--- config.mk ---
export PLATFORM = sky130hd
export DESIGN_NAME = pcw_cycle_config
export DESIGN_NICKNAME = d
export VERILOG_FILES = /design/src/hw/pcw_reload_bank.v /design/src/hw/pcw_cycle_config.v
export VERILOG_INCLUDE_DIRS = /design/src /design/src/hw
export SDC_FILE = /design/constraint.sdc
export NUM_CORES = 1
export LEC_CHECK = 0
export BUFFER_PORTS_ARGS = -buffer_cell sky130_fd_sc_hd__buf_4
export CAP_MARGIN = 20
export CORE_AREA = 3 3 150 225
export CTS_CLUSTER_SIZE = 20
export DETAILED_ROUTE_END_ITERATION = 10
export DIE_AREA = 0 0 153 228
export GPL_ROUTABILITY_DRIVEN = 0
export PLACE_DENSITY = 0.79
export SLEW_MARGIN = 20
export SYNTH_ARGS = -nofsm -noshare
export SYNTH_HDL_FRONTEND = slang
export SYNTH_HIERARCHICAL = 1
export SYNTH_SLANG_ARGS = --single-unit
--- constraint.sdc ---
create_clock -name i_core_clk -period 3.4 [get_ports i_core_clk]
set_input_delay 0.34 -clock i_core_clk [delete_from_list [all_inputs] [get_ports i_core_clk]]
set_output_delay 0.34 -clock i_core_clk [all_outputs]
set_load 0.02 [all_outputs]
--- src/hw/pcw_defines.vh ---
// Offsets, field positions, reset values and encodings of the PWM cycle configuration block
`ifndef PCW_DEFINES_VH
`define PCW_DEFINES_VH

`define PCW_CFG_ADDR        8'hd9
`define PCW_CFG_RESET       8'h00
`define PCW_BIT_RELOAD_SEL  7
`define PCW_BIT_OVF_IE      6
`define PCW_BIT_OVF_FLAG    5
`define PCW_CLSEL_HI        1
`define PCW_CLSEL_LO        0
`define PCW_CLSEL_8         2'h0
`define PCW_CLSEL_9         2'h1
`define PCW_CLSEL_10        2'h2
`define PCW_CLSEL_11        2'h3
`define PCW_CCAP_ADDR_BASE  8'he9
`define PCW_CCAP_ADDR_COUNT 12

`endif

--- src/hw/pcw_reload_bank.v ---
// Auto-reload register bank: one 16-bit word per channel, registered read data
`timescale 1ns/1ns
`default_nettype none
module pcw_reload_bank #(
   parameter CH   = 6,
   parameter AW   = 3
) (
   // Clock and reset
   input  wire          i_core_clk,
   input  wire          i_srst,
   // Byte write port
   input  wire          i_wr_en,
   input  wire          i_wr_high,
   input  wire [AW-1:0] i_wr_idx,
   input  wire [7:0]    i_wr_data,
   // Registered read port
   input  wire [AW-1:0] i_rd_idx,
   output reg  [15:0]   o_rd_data
);
   reg [15:0] mem [0:CH-1];
   integer k;

   always @(posedge i_core_clk) begin
      if (i_srst) begin
         for (k = 0; k < CH; k = k + 1) begin
            mem[k] <= 16'h0000;
         end
         o_rd_data <= 16'h0000;
      end else begin
         if (i_wr_en) begin
            if (i_wr_high) begin
               mem[i_wr_idx][15:8] <= i_wr_data;
            end else begin
               mem[i_wr_idx][7:0] <= i_wr_data;
            end
         end
         o_rd_data <= mem[i_rd_idx];
      end
   end
endmodule
`default_nettype wire

--- src/hw/pcw_cycle_config.v ---
// PWM cycle configuration register, reload bank steering and cycle overflow flag
`timescale 1ns/1ns
`default_nettype none
`include "pcw_defines.vh"
module pcw_cycle_config #(
   parameter CH = 6
) (
   // Clock and reset
   input  wire             i_core_clk,
   input  wire             i_srst,
   // Special-function register port
   input  wire [7:0]       i_sfr_addr,
   input  wire             i_sfr_wr,
   input  wire             i_sfr_rd,
   input  wire [7:0]       i_sfr_wdata,
   output reg  [7:0]       o_sfr_rdata,
   output reg              o_sfr_hit,
   // Main counter and channel modes
   input  wire [15:0]      i_array_main_counter,
   input  wire             i_count_tick,
   input  wire [CH-1:0]    i_pwm_mode,
   input  wire [CH-1:0]    i_wide_pwm_enable,
   // Compare register bank, owned outside
   output reg              o_ccap_wr,
   output reg  [7:0]       o_ccap_addr,
   output reg  [7:0]       o_ccap_wdata,
   input  wire [7:0]       i_ccap_rdata,
   // Per-channel results, then shared length select, overflow flag and interrupt
   output reg  [CH*16-1:0] o_reload_value,
   output reg  [CH-1:0]    o_reload_use,
   output reg  [CH*4-1:0]  o_channel_bits,
   output reg  [1:0]       o_cycle_length_select,
   output reg              o_cycle_overflow_flag,
   output reg              o_cycle_ovf_irq
);
   localparam AW = 3;

   reg        reload_bank_select_q;
   reg        cycle_ovf_irq_enable_q;
   reg        cycle_overflow_flag_q;
   reg [1:0]  cycle_length_select_q;
   reg [15:0] cnt_prev_q;
   reg        rd_bank_q;
   reg [7:0]  rd_addr_q;
   reg [AW-1:0] scan_q;
   reg [15:0] reload_shadow [0:CH-1];
   wire [15:0] bank_rdata;

   // Compare address layout: high byte then low byte per channel
   function ccap_hit;
      input [7:0] a;
      begin
         ccap_hit = (a >= `PCW_CCAP_ADDR_BASE) &&
                    (a < `PCW_CCAP_ADDR_BASE + `PCW_CCAP_ADDR_COUNT);
      end
   endfunction

   function [AW-1:0] ccap_idx;
      input [7:0] a;
      reg   [7:0] off;
      begin
         off = a - `PCW_CCAP_ADDR_BASE;
         ccap_idx = off[AW:1];
      end
   endfunction

   // Carry out of the bit picked by the length field
   function [3:0] sel_bit;
      input [1:0] s;
      begin
         case (s)
            `PCW_CLSEL_8:  sel_bit = 4'h7;
            `PCW_CLSEL_9:  sel_bit = 4'h8;
            `PCW_CLSEL_10: sel_bit = 4'h9;
            default:       sel_bit = 4'ha;
         endcase
      end
   endfunction

   wire cfg_wr  = i_sfr_wr && (i_sfr_addr == `PCW_CFG_ADDR);
   wire cc_wr   = i_sfr_wr && ccap_hit(i_sfr_addr);
   wire cfg_rd  = i_sfr_rd && (i_sfr_addr == `PCW_CFG_ADDR);
   wire rel_wr  = cc_wr && reload_bank_select_q;
   wire rel_rd  = i_sfr_rd && ccap_hit(i_sfr_addr) && reload_bank_select_q;
   wire [3:0] top_bit = sel_bit(cycle_length_select_q);
   // Overflow when the selected bit falls as the counter advances
   wire ovf_event = i_count_tick && cnt_prev_q[top_bit] &&
                    !i_array_main_counter[top_bit];

   pcw_reload_bank #(
      .CH (CH),
      .AW (AW)
   ) u_bank (
      .i_core_clk (i_core_clk),
      .i_srst     (i_srst),
      .i_wr_en    (rel_wr),
      .i_wr_high  (i_sfr_addr[0]),
      .i_wr_idx   (ccap_idx(i_sfr_addr)),
      .i_wr_data  (i_sfr_wdata),
      .i_rd_idx   (i_sfr_rd ? ccap_idx(i_sfr_addr) : scan_q),
      .o_rd_data  (bank_rdata)
   );

   always @(posedge i_core_clk) begin
      if (i_srst) begin
         reload_bank_select_q   <= 1'b0;
         cycle_ovf_irq_enable_q <= 1'b0;
         cycle_overflow_flag_q  <= 1'b0;
         cycle_length_select_q  <= `PCW_CLSEL_8;
         cnt_prev_q             <= 16'h0000;
      end else begin
         cnt_prev_q <= i_array_main_counter;
         if (cfg_wr) begin
            reload_bank_select_q   <= i_sfr_wdata[`PCW_BIT_RELOAD_SEL];
            cycle_ovf_irq_enable_q <= i_sfr_wdata[`PCW_BIT_OVF_IE];
            cycle_length_select_q  <= i_sfr_wdata[`PCW_CLSEL_HI:`PCW_CLSEL_LO];
         end
         // Set beats a clear written in the same cycle
         if (ovf_event) begin
            cycle_overflow_flag_q <= 1'b1;
         end else if (cfg_wr) begin
            cycle_overflow_flag_q <= i_sfr_wdata[`PCW_BIT_OVF_FLAG];
         end
      end
   end

   // Compare bank pass-through; writes go there only when bank 0 selected
   always @(posedge i_core_clk) begin
      if (i_srst) begin
         o_ccap_wr    <= 1'b0;
         o_ccap_addr  <= 8'h00;
         o_ccap_wdata <= 8'h00;
      end else begin
         o_ccap_wr    <= cc_wr && !reload_bank_select_q;
         o_ccap_addr  <= i_sfr_addr;
         o_ccap_wdata <= i_sfr_wdata;
      end
   end

   // Read data returns one cycle after the strobe
   always @(posedge i_core_clk) begin
      if (i_srst) begin
         rd_bank_q   <= 1'b0;
         rd_addr_q   <= 8'h00;
         o_sfr_hit   <= 1'b0;
         o_sfr_rdata <= 8'h00;
      end else begin
         rd_bank_q <= reload_bank_select_q;
         rd_addr_q <= i_sfr_addr;
         // Compare reads with bank 0 selected are answered outside this block
         o_sfr_hit <= cfg_rd || rel_rd;
         if (cfg_rd) begin
            o_sfr_rdata <= {reload_bank_select_q, cycle_ovf_irq_enable_q,
                            cycle_overflow_flag_q, 3'h0, cycle_length_select_q};
         end else if (rel_rd && i_sfr_addr[0]) begin
            o_sfr_rdata <= reload_shadow[ccap_idx(i_sfr_addr)][15:8];
         end else if (rel_rd) begin
            o_sfr_rdata <= reload_shadow[ccap_idx(i_sfr_addr)][7:0];
         end else begin
            o_sfr_rdata <= 8'h00;
         end
      end
   end

   // Reload bank scan keeps a copy for the channel outputs when CPU is idle
   reg scan_valid_q;
   reg [AW-1:0] scan_prev_q;
   always @(posedge i_core_clk) begin
      if (i_srst) begin
         scan_q       <= {AW{1'b0}};
         scan_prev_q  <= {AW{1'b0}};
         scan_valid_q <= 1'b0;
      end else begin
         // A word read in the cycle of a write is stale, so skip its copy
         scan_valid_q <= !i_sfr_rd && !rel_wr;
         scan_prev_q  <= scan_q;
         if (!i_sfr_rd) begin
            scan_q <= (scan_q == CH - 1) ? {AW{1'b0}} : scan_q + 3'h1;
         end
      end
   end

   integer n;
   always @(posedge i_core_clk) begin
      if (i_srst) begin
         for (n = 0; n < CH; n = n + 1) begin
            reload_shadow[n] <= 16'h0000;
         end
      end else begin
         if (scan_valid_q) begin
            reload_shadow[scan_prev_q] <= bank_rdata;
         end
         // Writes land in the copy at once so a read-back right after sees them
         if (rel_wr && i_sfr_addr[0]) begin
            reload_shadow[ccap_idx(i_sfr_addr)][15:8] <= i_sfr_wdata;
         end else if (rel_wr) begin
            reload_shadow[ccap_idx(i_sfr_addr)][7:0] <= i_sfr_wdata;
         end
      end
   end

   // Per-channel view of length and reload use
   integer c;
   always @(posedge i_core_clk) begin
      if (i_srst) begin
         o_reload_value        <= {CH*16{1'b0}};
         o_reload_use          <= {CH{1'b0}};
         o_channel_bits        <= {CH*4{1'b0}};
         o_cycle_length_select <= `PCW_CLSEL_8;
         o_cycle_overflow_flag <= 1'b0;
         o_cycle_ovf_irq       <= 1'b0;
      end else begin
         o_cycle_length_select <= cycle_length_select_q;
         o_cycle_overflow_flag <= cycle_overflow_flag_q;
         o_cycle_ovf_irq       <= cycle_overflow_flag_q && cycle_ovf_irq_enable_q;
         for (c = 0; c < CH; c = c + 1) begin
            o_reload_value[c*16 +: 16] <= reload_shadow[c];
            // Wide channels ignore the shared length
            if (i_wide_pwm_enable[c]) begin
               o_channel_bits[c*4 +: 4] <= 4'h0;
            end else begin
               o_channel_bits[c*4 +: 4] <= top_bit + 4'h1;
            end
            o_reload_use[c] <= i_pwm_mode[c] && !i_wide_pwm_enable[c] &&
                               (cycle_length_select_q != `PCW_CLSEL_8);
         end
      end
   end

   wire unused_ok = &{1'b0, i_ccap_rdata, rd_bank_q, rd_addr_q};
endmodule
`default_nettype wire

# [After elaboration in Yosys (flattened, before gate mapping)]
# Memory sizes are Yosys's and may differ from the RTL's. A register that Yosys moved wholly into a read port is not among the register bits.
# Index checks and enable logic that the tools add are counted.
[classes] n_addsub=3 order_cmp=3 eq_ne=4 mux=41 n_reduce_logical=50
[op_table] op="two-way mux 16 bit" n=3
[op_table] op="OR reduction 16 bit" n=3
[op_table] op="logical AND 1 bit" n=26
[op_table] op="two-way mux 1 bit" n=25
[op_table] op="two-way mux 8 bit" n=3
[op_table] op="two-way mux 3 bit" n=5
[op_table] op="OR reduction 2 bit" n=7
[op_table] op="one-hot mux 4 bit (3 select lines)" n=1
[op_table] op="zero test 1 bit" n=10
[op_table] op="binary-select mux 1 bit (select 4 bit)" n=2
[op_table] op="== test 8 bit (second input constant)" n=1
[op_table] op="greater-or-equal comparator 8 bit (second input constant)" n=1
[op_table] op="< comparator 8 bit (second input constant)" n=1
[op_table] op="< comparator 4 x 5 -> 1 bit (second input constant)" n=1
[op_table] op="adder 4 x 1 -> 4 bit (second input constant)" n=1
[op_table] op="two-way mux 2 bit" n=2
[op_table] op="nonzero test 2 bit" n=2
[op_table] op="subtractor 4 bit (second input constant)" n=1
[op_table] op="adder 3 x 1 -> 3 bit (second input constant)" n=1
[op_table] op="== test 3 bit (second input constant)" n=1
[op_table] op="== test 2 x 1 -> 1 bit (second input constant)" n=1
[op_table] op="== test 2 bit (second input constant)" n=1
[op_table] op="zero test 2 bit" n=1
[op_table] op="logical OR 1 bit" n=1
[word_totals] register_bits=88 ramBits=192 input_bits=57 output_inout_bits=156 n_memories=2
[mem_list] name="reload_shadow" depth=6 word_bits=16 read_ports=7 rd_ports_with_merged_regs=6 wr=6 line="pcw_cycle_config.v:46" text="reg [15:0] reload_shadow [0:CH-1];"
[mem_list] name="u_bank.mem" depth=6 word_bits=16 read_ports=1 rd_ports_with_merged_regs=1 wr=6 line="pcw_reload_bank.v:20" text="reg [15:0] mem [0:CH-1];"

# [Depth between registers and ports, before layout]
# Gate-level depths: netlist of run 1.
[depth] depth_word=10 ltp_mapped=12 mapped_depth_nobuf=8

# [By module]
# Netlist of run 1, hierarchy kept.
[by_module_without_submodules] mod="pcw_cycle_config" instances=1 cells_per_inst=1190 area_each_um2=12635.9 seq_area_each_um2=7206.9
[by_module_without_submodules] mod="pcw_reload_bank" instances=1 cells_per_inst=364 area_each_um2=5844.4 seq_area_each_um2=4164.0

# [Worst setup path before layout of run 1]
# No wires, ideal clock.
[synth_path] kind="input-to-reg" start="in i_sfr_addr[0]" end="mem u_bank.mem[3][0] (enable)" setup_time_ns=0.334 arrival_time_ns=2.511 t_required_ns=3.066 path_slack_ns=0.555 stages=10 path_cell_list="buf_6 -> inv_1 -> ha_1 -> buf_2 -> buf_2 -> inv_2 -> clkbuf_1 -> and4bb_2 -> nand2_1 -> nand2b_1"
[synth_lines] item="start, declared" line="pcw_cycle_config.v:12" text="input wire [7:0] i_sfr_addr,"
[synth_lines] item="end, declared" line="pcw_reload_bank.v:20"

==> flow_summary.ini, run 1 <==
[sta]
slew_viol_final = 0
worst_slew_pin_slew_ns = 0.8872
post-route-min-period_ns = 2.497
setup_ws_ns = 0.9031
fin_worst_skew_ns = 0.01228
finalSetupViolCount = 0
timing.fmax_mhz = 400.5
rsz0062_at_grt = no
slew_headroom_pct = 40.35
hold_violations = 0
tns_ns = 0
finalCritPeriodShare_pct = 73.44
hold_ws_ns = 0.01891

[drt]
detail-route-antenna-nets = 0
drc = 0
wl_um = 51630
avgViaCountPerCell = 6.145
dr.first_iter.drc_count = 1743
vias = 13550
wl_per_cell_um = 23.42
first_pass_iters = 5

[finish]
n_fill_cell = 2216
nNetsFinal = 1826
syn_to_final_growth_pct = 18.81
stdcell_area_sq_um = 21960
drive_gt1_share_pct = 24.41
mostFrequentLayoutCells = buf_4 (272), edfxtp_1 (256), nand2_1 (195), dfxtp_1 (184), nor2_1 (168)
final_common_cell = buf_4
fin_util_pct = 68.76

[synthesis]
synth_xor_area_share_pct = 0.1896
ys.warnings.count = 6
synth_edf_count = 256
synth_adder_area_share_pct = 0.3385
synth-seq-cells = 440
syn_inst = 1554
seq_area_frac_synth_pct = 61.53
syn_area_sq_um = 18480
synth_top_family_by_area = simple AND/OR/NAND/NOR gates
synth_flop_cell = edfxtp_1
synth_simple_gate_area_share_pct = 16.84
yosysUniqueCellTypes = 80
async_reset_ff_share_pct = 0
muxShareOfSynthArea_pct = 8.321
synth_compound_gate_area_share_pct = 9.032
syn_area_per_cell_sq_um = 11.89

[grt]
antenna_found_initial = 2
met1_usage_pct = 31.65
grt.busiest_layer = met2
grt-ovfl-total = 0
grt_usage_pct = 28.64
grt_pass1_vias = 13300
grt_util_met2_pct = 50.54
grt_max_degree = 76
grt_pass1_wl_um = 76720
use_met3_pct = 5.025

[power]
leakagePower_nw = 8.333
vdd_drop_max_uv = 494.8
pwr-share-seq_pct = 51.5
swShare_pct = 23.00
cell_internal_pwr_w = 0.008778
pwr-share-comb_pct = 9.1
powerDensity_nw_per_um2 = 519.2
power_switching_w = 0.002621
pwr-share-clk_pct = 39.3

[clock_tree]
cts_tree = built
cts_buffer_depth = 3
htree_num_levels = 2
clkLatencyLatePin_ns = 0.54
cts_root_buf = clkbuf_16
clk_pin_slew_ns = 0.06
postCtsSetupBuffers = 0
cts_buffers = 40
clkSinkCount = 440

[hold_path]
hp-start = i_array_main_counter[7]
whs_endpoint = cnt_prev_q[7]
holdPathStages = 2
hold_path.class = in -> reg

[placement]
place_ws_ns = 0.3942
placed_cell_area_sq_um = 20570
port-buffer-count = 188
dp_hpwl_um = 36740

[critical_path]
endpoint_kind = register
worstRegToRegCells = 4
worstPathArrival_ns = 2.70
reg2reg_from = scan_valid_q
crit_path_start_kind = input pin
r2r_end = reload_shadow[4][15]
critical_path_class = in -> reg
cp_max_fo = 24
r2r_setup_slack_ns = 0.91
crit_required_ns = 3.60

[die]
initial_utilization_pct = 57.88
coreArea_sq_um = 31930
io_pins = 213
die_x_um = 153
die-area_sq_um = 34880
placement_rows = 80
die_h_um = 228

[outcome]
status = complete, no violations

[flow_run]
drv_cap = 0
-- kinds of logic (layout without fill, tap and decap cells) --
group,Yosys count,in the layout
AND/OR/NAND/NOR,619,619
multiplexers,96,96
AO/OA/AOI/OAI,240,240
buffers and inverters,149,384
flip-flops,440,440
XOR/XNOR,4,4
other,1,7
adder cells (fa/ha/maj),5,5
-- metal layers --
| metal | part of all wire [%] | up-vias |
|---|---|---|
| li1 | - | 6005 |
| met2 | 51 | 910 |
| met3 | 9.9 | 262 |
| met4 | 7.6 | 0 |
| met5 | 0 | - |
| met1 | 32 | 6372 |
-- what timing repair did --
item | CTS | global route
hold buffers | 6 | 0
hold endpoints to repair | 24 | 0
resized for setup | 0 | 0
-- power by group through the flow --
stage	sequential [W]	clock, W	combinational [W]
after floorplan	0.00601	0	0.000587
after global placement	0.00597	0	0.000996
after detailed placement	0.00598	0	0.00101
after CTS	0.00587	0.00455	0.00102
after global routing	0.00588	0.00476	0.00109
final	0.00587	0.00449	0.00104
-- worst max-delay path, cell delays in order --
cell and delay, ns:
buf_4 0.17, inv_1 0.20, ha_4 0.38, nor2b_1 0.15, o32ai_4 0.41, nand3_4 0.32
nor3_2 0.33, nand2b_1 0.39
-- cell type report --
cell class	instances	area, sq um	share of cell area, %
Timing Repair Buffer	281	2153	9.807
Sequential cell	440	11370	51.79
Clock buffer	55	1180	5.374
Clock inverter	17	146.4	0.6667
Multi-Input combinational cell	970	6474	29.48
Inverter	31	116.4	0.5300
Tap cell	410	513.0	2.336
Antenna cell	1	2.502	0.01140
-- synthesized netlist by cell type, types with 10 or more instances --
master	number	area, sq um
edfxtp_1	256	7687
nand2_1	195	732.0
dfxtp_1	184	3684
nor2_1	168	630.6
nor2b_1	120	750.7
o21ai_0	71	355.3
o31ai_1	66	495.5
clkbuf_1	59	221.5
mux4_2	45	1013
mux2i_1	40	400.4
buf_2	39	195.2
inv_1	29	108.9
nand2b_1	25	156.4
a21oi_1	21	105.1
nand3_1	20	100.1
nor3_1	15	75.07
mux2_2	11	123.9
o21ai_1	10	50.05
or3_1	10	62.56
-- flip-flops by register name (all words and copies together), names as in the netlist, 2 cells and up --
name,cells
u_bank/mem,128
u_bank/o_rd_data,16
o_channel_bits,18
reload_shadow,128
cnt_prev_q,6
o_reload_use,6
o_cycle_length_select,2
o_ccap_wdata,8
scan_q,3
o_sfr_rdata,8
o_ccap_addr,8
cycle_length_select_q,2
o_reload_value,96
scan_prev_q,3
-- metrics by stage --
stage	total power, W	instances
2_1_floorplan	0.006600	1559
3_3_place_gp	0.006970	2126
3_5_place_dp	0.006997	2126
4_1_cts	0.01144	2204
5_1_grt	0.01173	2204
6_report	0.01140	2205
-- worst max path at each step --
stage,slack [ns],cells past startpoint,endpoint,start
final,0.90,8,reload_shadow[5][0],i_sfr_addr[0]
after global routing,0.78,10,u_bank/mem[0][0],i_sfr_addr[0]
after CTS,0.97,10,u_bank/mem[0][3],i_sfr_addr[0]
after detailed placement,0.39,10,u_bank/mem[0][0],i_sfr_addr[0]
after global placement,0.45,10,u_bank/mem[0][5],i_sfr_addr[0]
after floorplan,0.55,10,u_bank/mem[3][0],i_sfr_addr[0]
No activity file was read; power rests on OpenSTA's default activity.
==> run 2, diff against run 1 <==
--- a/config.mk
+++ b/config.mk
@@ -8,12 +8,12 @@
 export LEC_CHECK = 0
 export BUFFER_PORTS_ARGS = -buffer_cell sky130_fd_sc_hd__buf_4
 export CAP_MARGIN = 20
-export CORE_AREA = 3 3 150 225
+export CORE_AREA = 3 3 157 235
 export CTS_CLUSTER_SIZE = 20
 export DETAILED_ROUTE_END_ITERATION = 10
-export DIE_AREA = 0 0 153 228
+export DIE_AREA = 0 0 160 238
 export GPL_ROUTABILITY_DRIVEN = 0
-export PLACE_DENSITY = 0.79
+export PLACE_DENSITY = 0.76
 export SLEW_MARGIN = 20
 export SYNTH_ARGS = -nofsm -noshare
 export SYNTH_HDL_FRONTEND = slang
==> constraint.sdc (replaced) <==
create_clock -name i_core_clk -period 2.21 [get_ports i_core_clk]
set_input_delay 0.221 -clock i_core_clk [delete_from_list [all_inputs] [get_ports i_core_clk]]
set_output_delay 0.221 -clock i_core_clk [all_outputs]
set_load 0.02 [all_outputs]
==> run 2 against run 1 <==
Net effect: setup slack worse by 0.79 ns; first-iteration DRC count is 23% lower; design area is 5.8% higher; sequential cell count stayed put; die area is 9.2% higher; critical path type is now reg -> reg.
==> flow_summary.ini, run 2 (synthesis results as in run 1) <==
[outcome]
status = complete, no violations

[sta]
finalSetupViolCount = 0
fin_worst_skew_ns = 0.02357
post-route-min-period_ns = 2.096
tns_ns = 0
rsz0062_at_grt = no
worst_slew_pin_slew_ns = 0.7132
slew_headroom_pct = 52.04
timing.fmax_mhz = 477.2
slew_viol_final = 0
hold_violations = 0
finalCritPeriodShare_pct = 94.83

[die]
placement_rows = 84
initial_utilization_pct = 52.64
die_h_um = 238
coreArea_sq_um = 35100
die_x_um = 160
io_pins = 213
die-area_sq_um = 38080

[finish]
nNetsFinal = 1927
reg_top3 = reload_shadow x128, u_bank/mem x128, o_reload_value x96
mostFrequentLayoutCells = buf_4 (337), edfxtp_1 (256), nand2_1 (188), dfxtp_1 (183), nor2_1 (168)
syn_to_final_growth_pct = 25.72
final_common_cell = buf_4
num_antenna_cells = 0
drive_gt1_share_pct = 29.02

[clock_tree]
htree_num_levels = 2
clk_pin_slew_ns = 0.07
cts_tree = built
clkLatencyLatePin_ns = 0.56
cts_buffers = 39
cts_buffer_depth = 3
clkSinkCount = 440
cts_root_buf = clkbuf_16

[critical_path]
critPathTopFamily = multiplexers
crit_chain = mux4_2 > or3_1 > o211ai_1 > o31ai_1 > nand3_1 > o311ai_0 > buf_4
worstRegToRegCells = 7
worstPathArrival_ns = 2.54
crit_required_ns = 2.66
slowest_delay_ns = 0.51
critical_path_class = reg -> reg
r2r_end = o_sfr_rdata[0]
crit_path_start_kind = register
cp_max_fo = 2
reg2reg_from = reload_shadow[2][8]
r2r_setup_slack_ns = 0.11
crit_slowest_cell = mux4_2
cp_num_buf_inv = 1
endpoint_kind = register

[grt]
grt_max_degree = 48
grt_pass1_vias = 13750
grt_pass1_wl_um = 80910
grt-ovfl-total = 0
grt_usage_pct = 27.93
antenna_found_initial = 1

[drt]
drc = 0
wl_per_cell_um = 22.71
avgViaCountPerCell = 5.825
detail-route-antenna-nets = 0
vias = 13790
dr.first_iter.drc_count = 1348
wl_um = 53790
first_pass_iters = 7

[placement]
port-buffer-count = 188
dp_hpwl_um = 39080

[power]
powerDensity_nw_per_um2 = 767.8
vdd_drop_max_uv = 668.1
leakagePower_nw = 8.951
total_power_w = 0.01784

[hold_path]
hold_path.class = in -> reg
holdPathStages = 3
hp-start = i_srst
whs_endpoint = o_ccap_addr[1]

[flow_run]
drv_cap = 0
## run 2: power breakdown
group	total (W)	switching (W)	leakage, nW	internal (W)
Combinational	0.00187	0.00105	4.18	0.000813
Clock	0.00694	0.00294	0.651	0.00400
Sequential	0.00903	0.000140	4.12	0.00889
Total	0.0178	0.00413	8.95	0.0137
## run 2: how the worst max path moves through the flow
stage	startpoint	endpoint	cells after the start
detailed placement	i_sfr_addr[0]	u_bank/mem[0][6]	10
global route	i_sfr_addr[5]	reload_shadow[7][7]	10
CTS	reload_bank_select_q	u_bank/mem[1][3]	6
global placement	i_sfr_addr[1]	o_sfr_rdata[6]	10
floorplan	i_sfr_addr[0]	reload_shadow[5][10]	11
finish	reload_shadow[2][8]	o_sfr_rdata[0]	7
## run 2: area by class of cell
type	count	area [sq um]
fill	2640	11870
sequential	440	11370
multi-input combinational	970	6626
timing repair buffer	383	3202
clock buffer	55	1149
tap	473	591.8
clock inverter	16	168.9
inverter	31	123.9
## run 2: metal layers
layer / part of all wire [%] / global-route usage, % / vias to the layer above
li1: - / - / 6194
met1: 33 / 30.69 / 6609
met2: 52 / 49.95 / 783
met3: 7.8 / 4.168 / 208
met4: 7.8 / 18.66 / 0
met5: 0 / 0 / -
## run 2: through the flow
stage / cells / setup slack (ns) / util [%] / hold slack, ns / instance area (sq um)
floorplan: 1559 / -0.1058 / - / 0.2934 / 18740
global placement: 2273 / -0.2854 / 61.74 / 0.4115 / 21670
detailed placement: 2273 / -0.3220 / 61.74 / 0.4142 / 21670
CTS: 2368 / 0.008201 / 66.17 / 0.05754 / 23230
global route: 2368 / 0.05325 / 66.19 / 0.07167 / 23230
finish: 2368 / 0.1143 / 66.19 / 0.06725 / 23230
## run 2: what timing repair did
item | CTS | global route
setup endpoints to repair | 0 | 94
buffers inserted | 0 | 0
hold endpoints to repair | 37 | 0
hold buffers | 24 | 0
gates resized for setup | 0 | 2
## run 2: tightest hold or removal path: cells and delay by family
family	cells	cell delay (ns)
and+or+nand+nor	1	0.06
buffers and inverters	2	0.29
==> run 3, diff against run 2 <==
--- a/config.mk
+++ b/config.mk
@@ -14,7 +14,7 @@
 export DIE_AREA = 0 0 160 238
 export GPL_ROUTABILITY_DRIVEN = 0
 export PLACE_DENSITY = 0.76
-export SLEW_MARGIN = 20
+export RECOVER_POWER = 25
 export SYNTH_ARGS = -nofsm -noshare
 export SYNTH_HDL_FRONTEND = slang
 export SYNTH_HIERARCHICAL = 1
==> run 3 against run 2 <==
Net effect: the flow now finishes with violations (capacitance limit, slew limit); cell count unchanged; total power about the same; worst hold slack better by 0.043 ns; critical path depth unchanged; global-route usage unchanged; register-to-register slack about the same; wire length down 0.19%; sequential cell count unchanged; first-iteration DRC count down 0.89%; via count down 0.21%; sequential power about the same; sequential share of layout area up 0.061 points; highest routed layer unchanged.
==> flow_summary.ini, run 3 (synthesis results as in run 1) <==
[sta]
slew_viol_final = 18
hold_violations = 0
post-route-min-period_ns = 2.107
hold_ws_ns = 0.1104
fin_worst_skew_ns = 0.02239
slew_headroom_pct = -0.9520
tns_ns = 0
rsz0062_at_grt = no
finalSetupViolCount = 0
timing.fmax_mhz = 474.6
finalCritPeriodShare_pct = 95.34
worst_slew_pin_slew_ns = 1.514

[grt]
grt_usage_pct = 27.93
grt_max_degree = 48
antenna_found_initial = 1
grt_pass1_wl_um = 80910
grt_pass1_vias = 13750
grt-ovfl-total = 0

[power]
power_switching_w = 0.004133
cell_internal_pwr_w = 0.01370
swShare_pct = 23.18
pwr-share-seq_pct = 50.6
pwr-share-comb_pct = 10.4
pwr-share-clk_pct = 38.9
leakagePower_nw = 8.926
vdd_drop_max_uv = 669.0
powerDensity_nw_per_um2 = 768.5
total_power_w = 0.01783

[clock_tree]
postCtsSetupBuffers = 0
cts_root_buf = clkbuf_16
clk_pin_slew_ns = 0.06
cts_buffer_depth = 3
htree_num_levels = 2
clkLatencyLatePin_ns = 0.56
cts_buffers = 39
cts_tree = built
clkSinkCount = 440

[critical_path]
cp_max_fo = 2
r2r_setup_slack_ns = 0.10
worstPathArrival_ns = 2.55
worstRegToRegCells = 7
crit_required_ns = 2.66
r2r_end = o_sfr_rdata[0]
critical_path_class = reg -> reg
crit_path_start_kind = register
reg2reg_from = reload_shadow[2][8]
endpoint_kind = register

[die]
io_pins = 213
coreArea_sq_um = 35100
die_h_um = 238
placement_rows = 84
die-area_sq_um = 38080
die_x_um = 160
initial_utilization_pct = 52.64

[hold_path]
hp-start = i_sfr_wdata[4]
whs_endpoint = o_ccap_wdata[4]
holdPathStages = 3
hold_path.class = in -> reg

[drt]
wl_um = 53680
drc = 0
avgViaCountPerCell = 5.813
first_pass_iters = 7
dr.first_iter.drc_count = 1336
wl_per_cell_um = 22.67
detail-route-antenna-nets = 0
vias = 13770

[finish]
num_antenna_cells = 0
multi_input_area_sq_um = 6626
final_common_cell = buf_4
mostFrequentLayoutCells = buf_4 (330), edfxtp_1 (256), nand2_1 (188), dfxtp_1 (183), nor2_1 (168)
drive_gt1_share_pct = 28.71
reg_top3 = reload_shadow x128, u_bank/mem x128, o_reload_value x96
fin_util_pct = 66.10
n_fill_cell = 2650
seqCellArea_sq_um = 11370
nNetsFinal = 1927
syn_to_final_growth_pct = 25.57

[flow_run]
drv_cap = 1

[placement]
port-buffer-count = 188
dp_hpwl_um = 39080

[outcome]
violations = capacitance limit, slew limit
status = complete, but fails checks
-- run 3: cell count changes in the layout (fill, tap and decap cells not counted) --
cell,previous run,this run
buf_4,337,330
clkbuf_4,0,1
clkbuf_2,0,1
and2_0,0,1
and2_1,5,4
clkbuf_1,7,13
buf_6,1,0
-- run 3: cell type report --
cell class	instances	share of cell area (%)
sequential	440	49.01
multi-input combinational	970	28.56
timing repair buffer	383	13.67
clock buffer	55	4.950
tap	473	2.550
clock inverter	16	0.7279
inverter	31	0.5338
-- run 3: timing repair --
item                                    4_1_cts  5_1_grt
resized for setup                             0        2
hold buffers                                 24        0
hold endpoints to repair                     37        0
endpoints found under the setup margin        0       94
-- run 3: worst max-delay path by stage --
stage | start | end | slack, ns
2_1_floorplan | i_sfr_addr[0] | reload_shadow[5][10] | -0.11
5_1_grt | i_sfr_addr[5] | u_bank/mem[0][6] | 0.02
6_report | reload_shadow[2][8] | o_sfr_rdata[0] | 0.10
3_3_place_gp | i_sfr_addr[1] | o_sfr_rdata[6] | -0.29
3_5_place_dp | i_sfr_addr[0] | u_bank/mem[0][6] | -0.32
4_1_cts | reload_bank_select_q | u_bank/mem[1][3] | 0.008
-- run 3: power by group through the flow --
| stage | logic [W] | registers [W] | clock network, W |
|---|---|---|---|
| floorplan | 0.000945 | 0.00925 | 0 |
| global placement | 0.00176 | 0.00919 | 0 |
| detailed placement | 0.00180 | 0.00920 | 0 |
| CTS | 0.00184 | 0.00902 | 0.00704 |
| global route | 0.00195 | 0.00905 | 0.00734 |
| finish | 0.00186 | 0.00903 | 0.00694 |
-- run 3: stage by stage --
stage               cells  setup WS, ns  area, sq um
finish               2368        0.1031        23200
global route         2368       0.01980        23200
CTS                  2368      0.008201        23230
detailed placement   2273       -0.3220        21670
global placement     2273       -0.2854        21670
floorplan            1559       -0.1058        18740
-- run 3: layer usage --
| layer | part of all wire (%) | track usage [%] | vias up |
|---|---|---|---|
| li1 | - | - | 6200 |
| met1 | 33 | 30.69 | 6562 |
| met2 | 52 | 49.95 | 781 |
| met3 | 7.3 | 4.168 | 222 |
| met4 | 8.0 | 18.66 | 0 |
| met5 | 0 | 0 | - |
-- run 3: critical path: stages, from the launching register on --
cell      delay, ns
edfxtp_1       0.48
mux4_2         0.51
or3_1          0.32
o211ai_1       0.10
o31ai_1        0.20
nand3_1        0.13
o311ai_0       0.12
buf_4          0.16
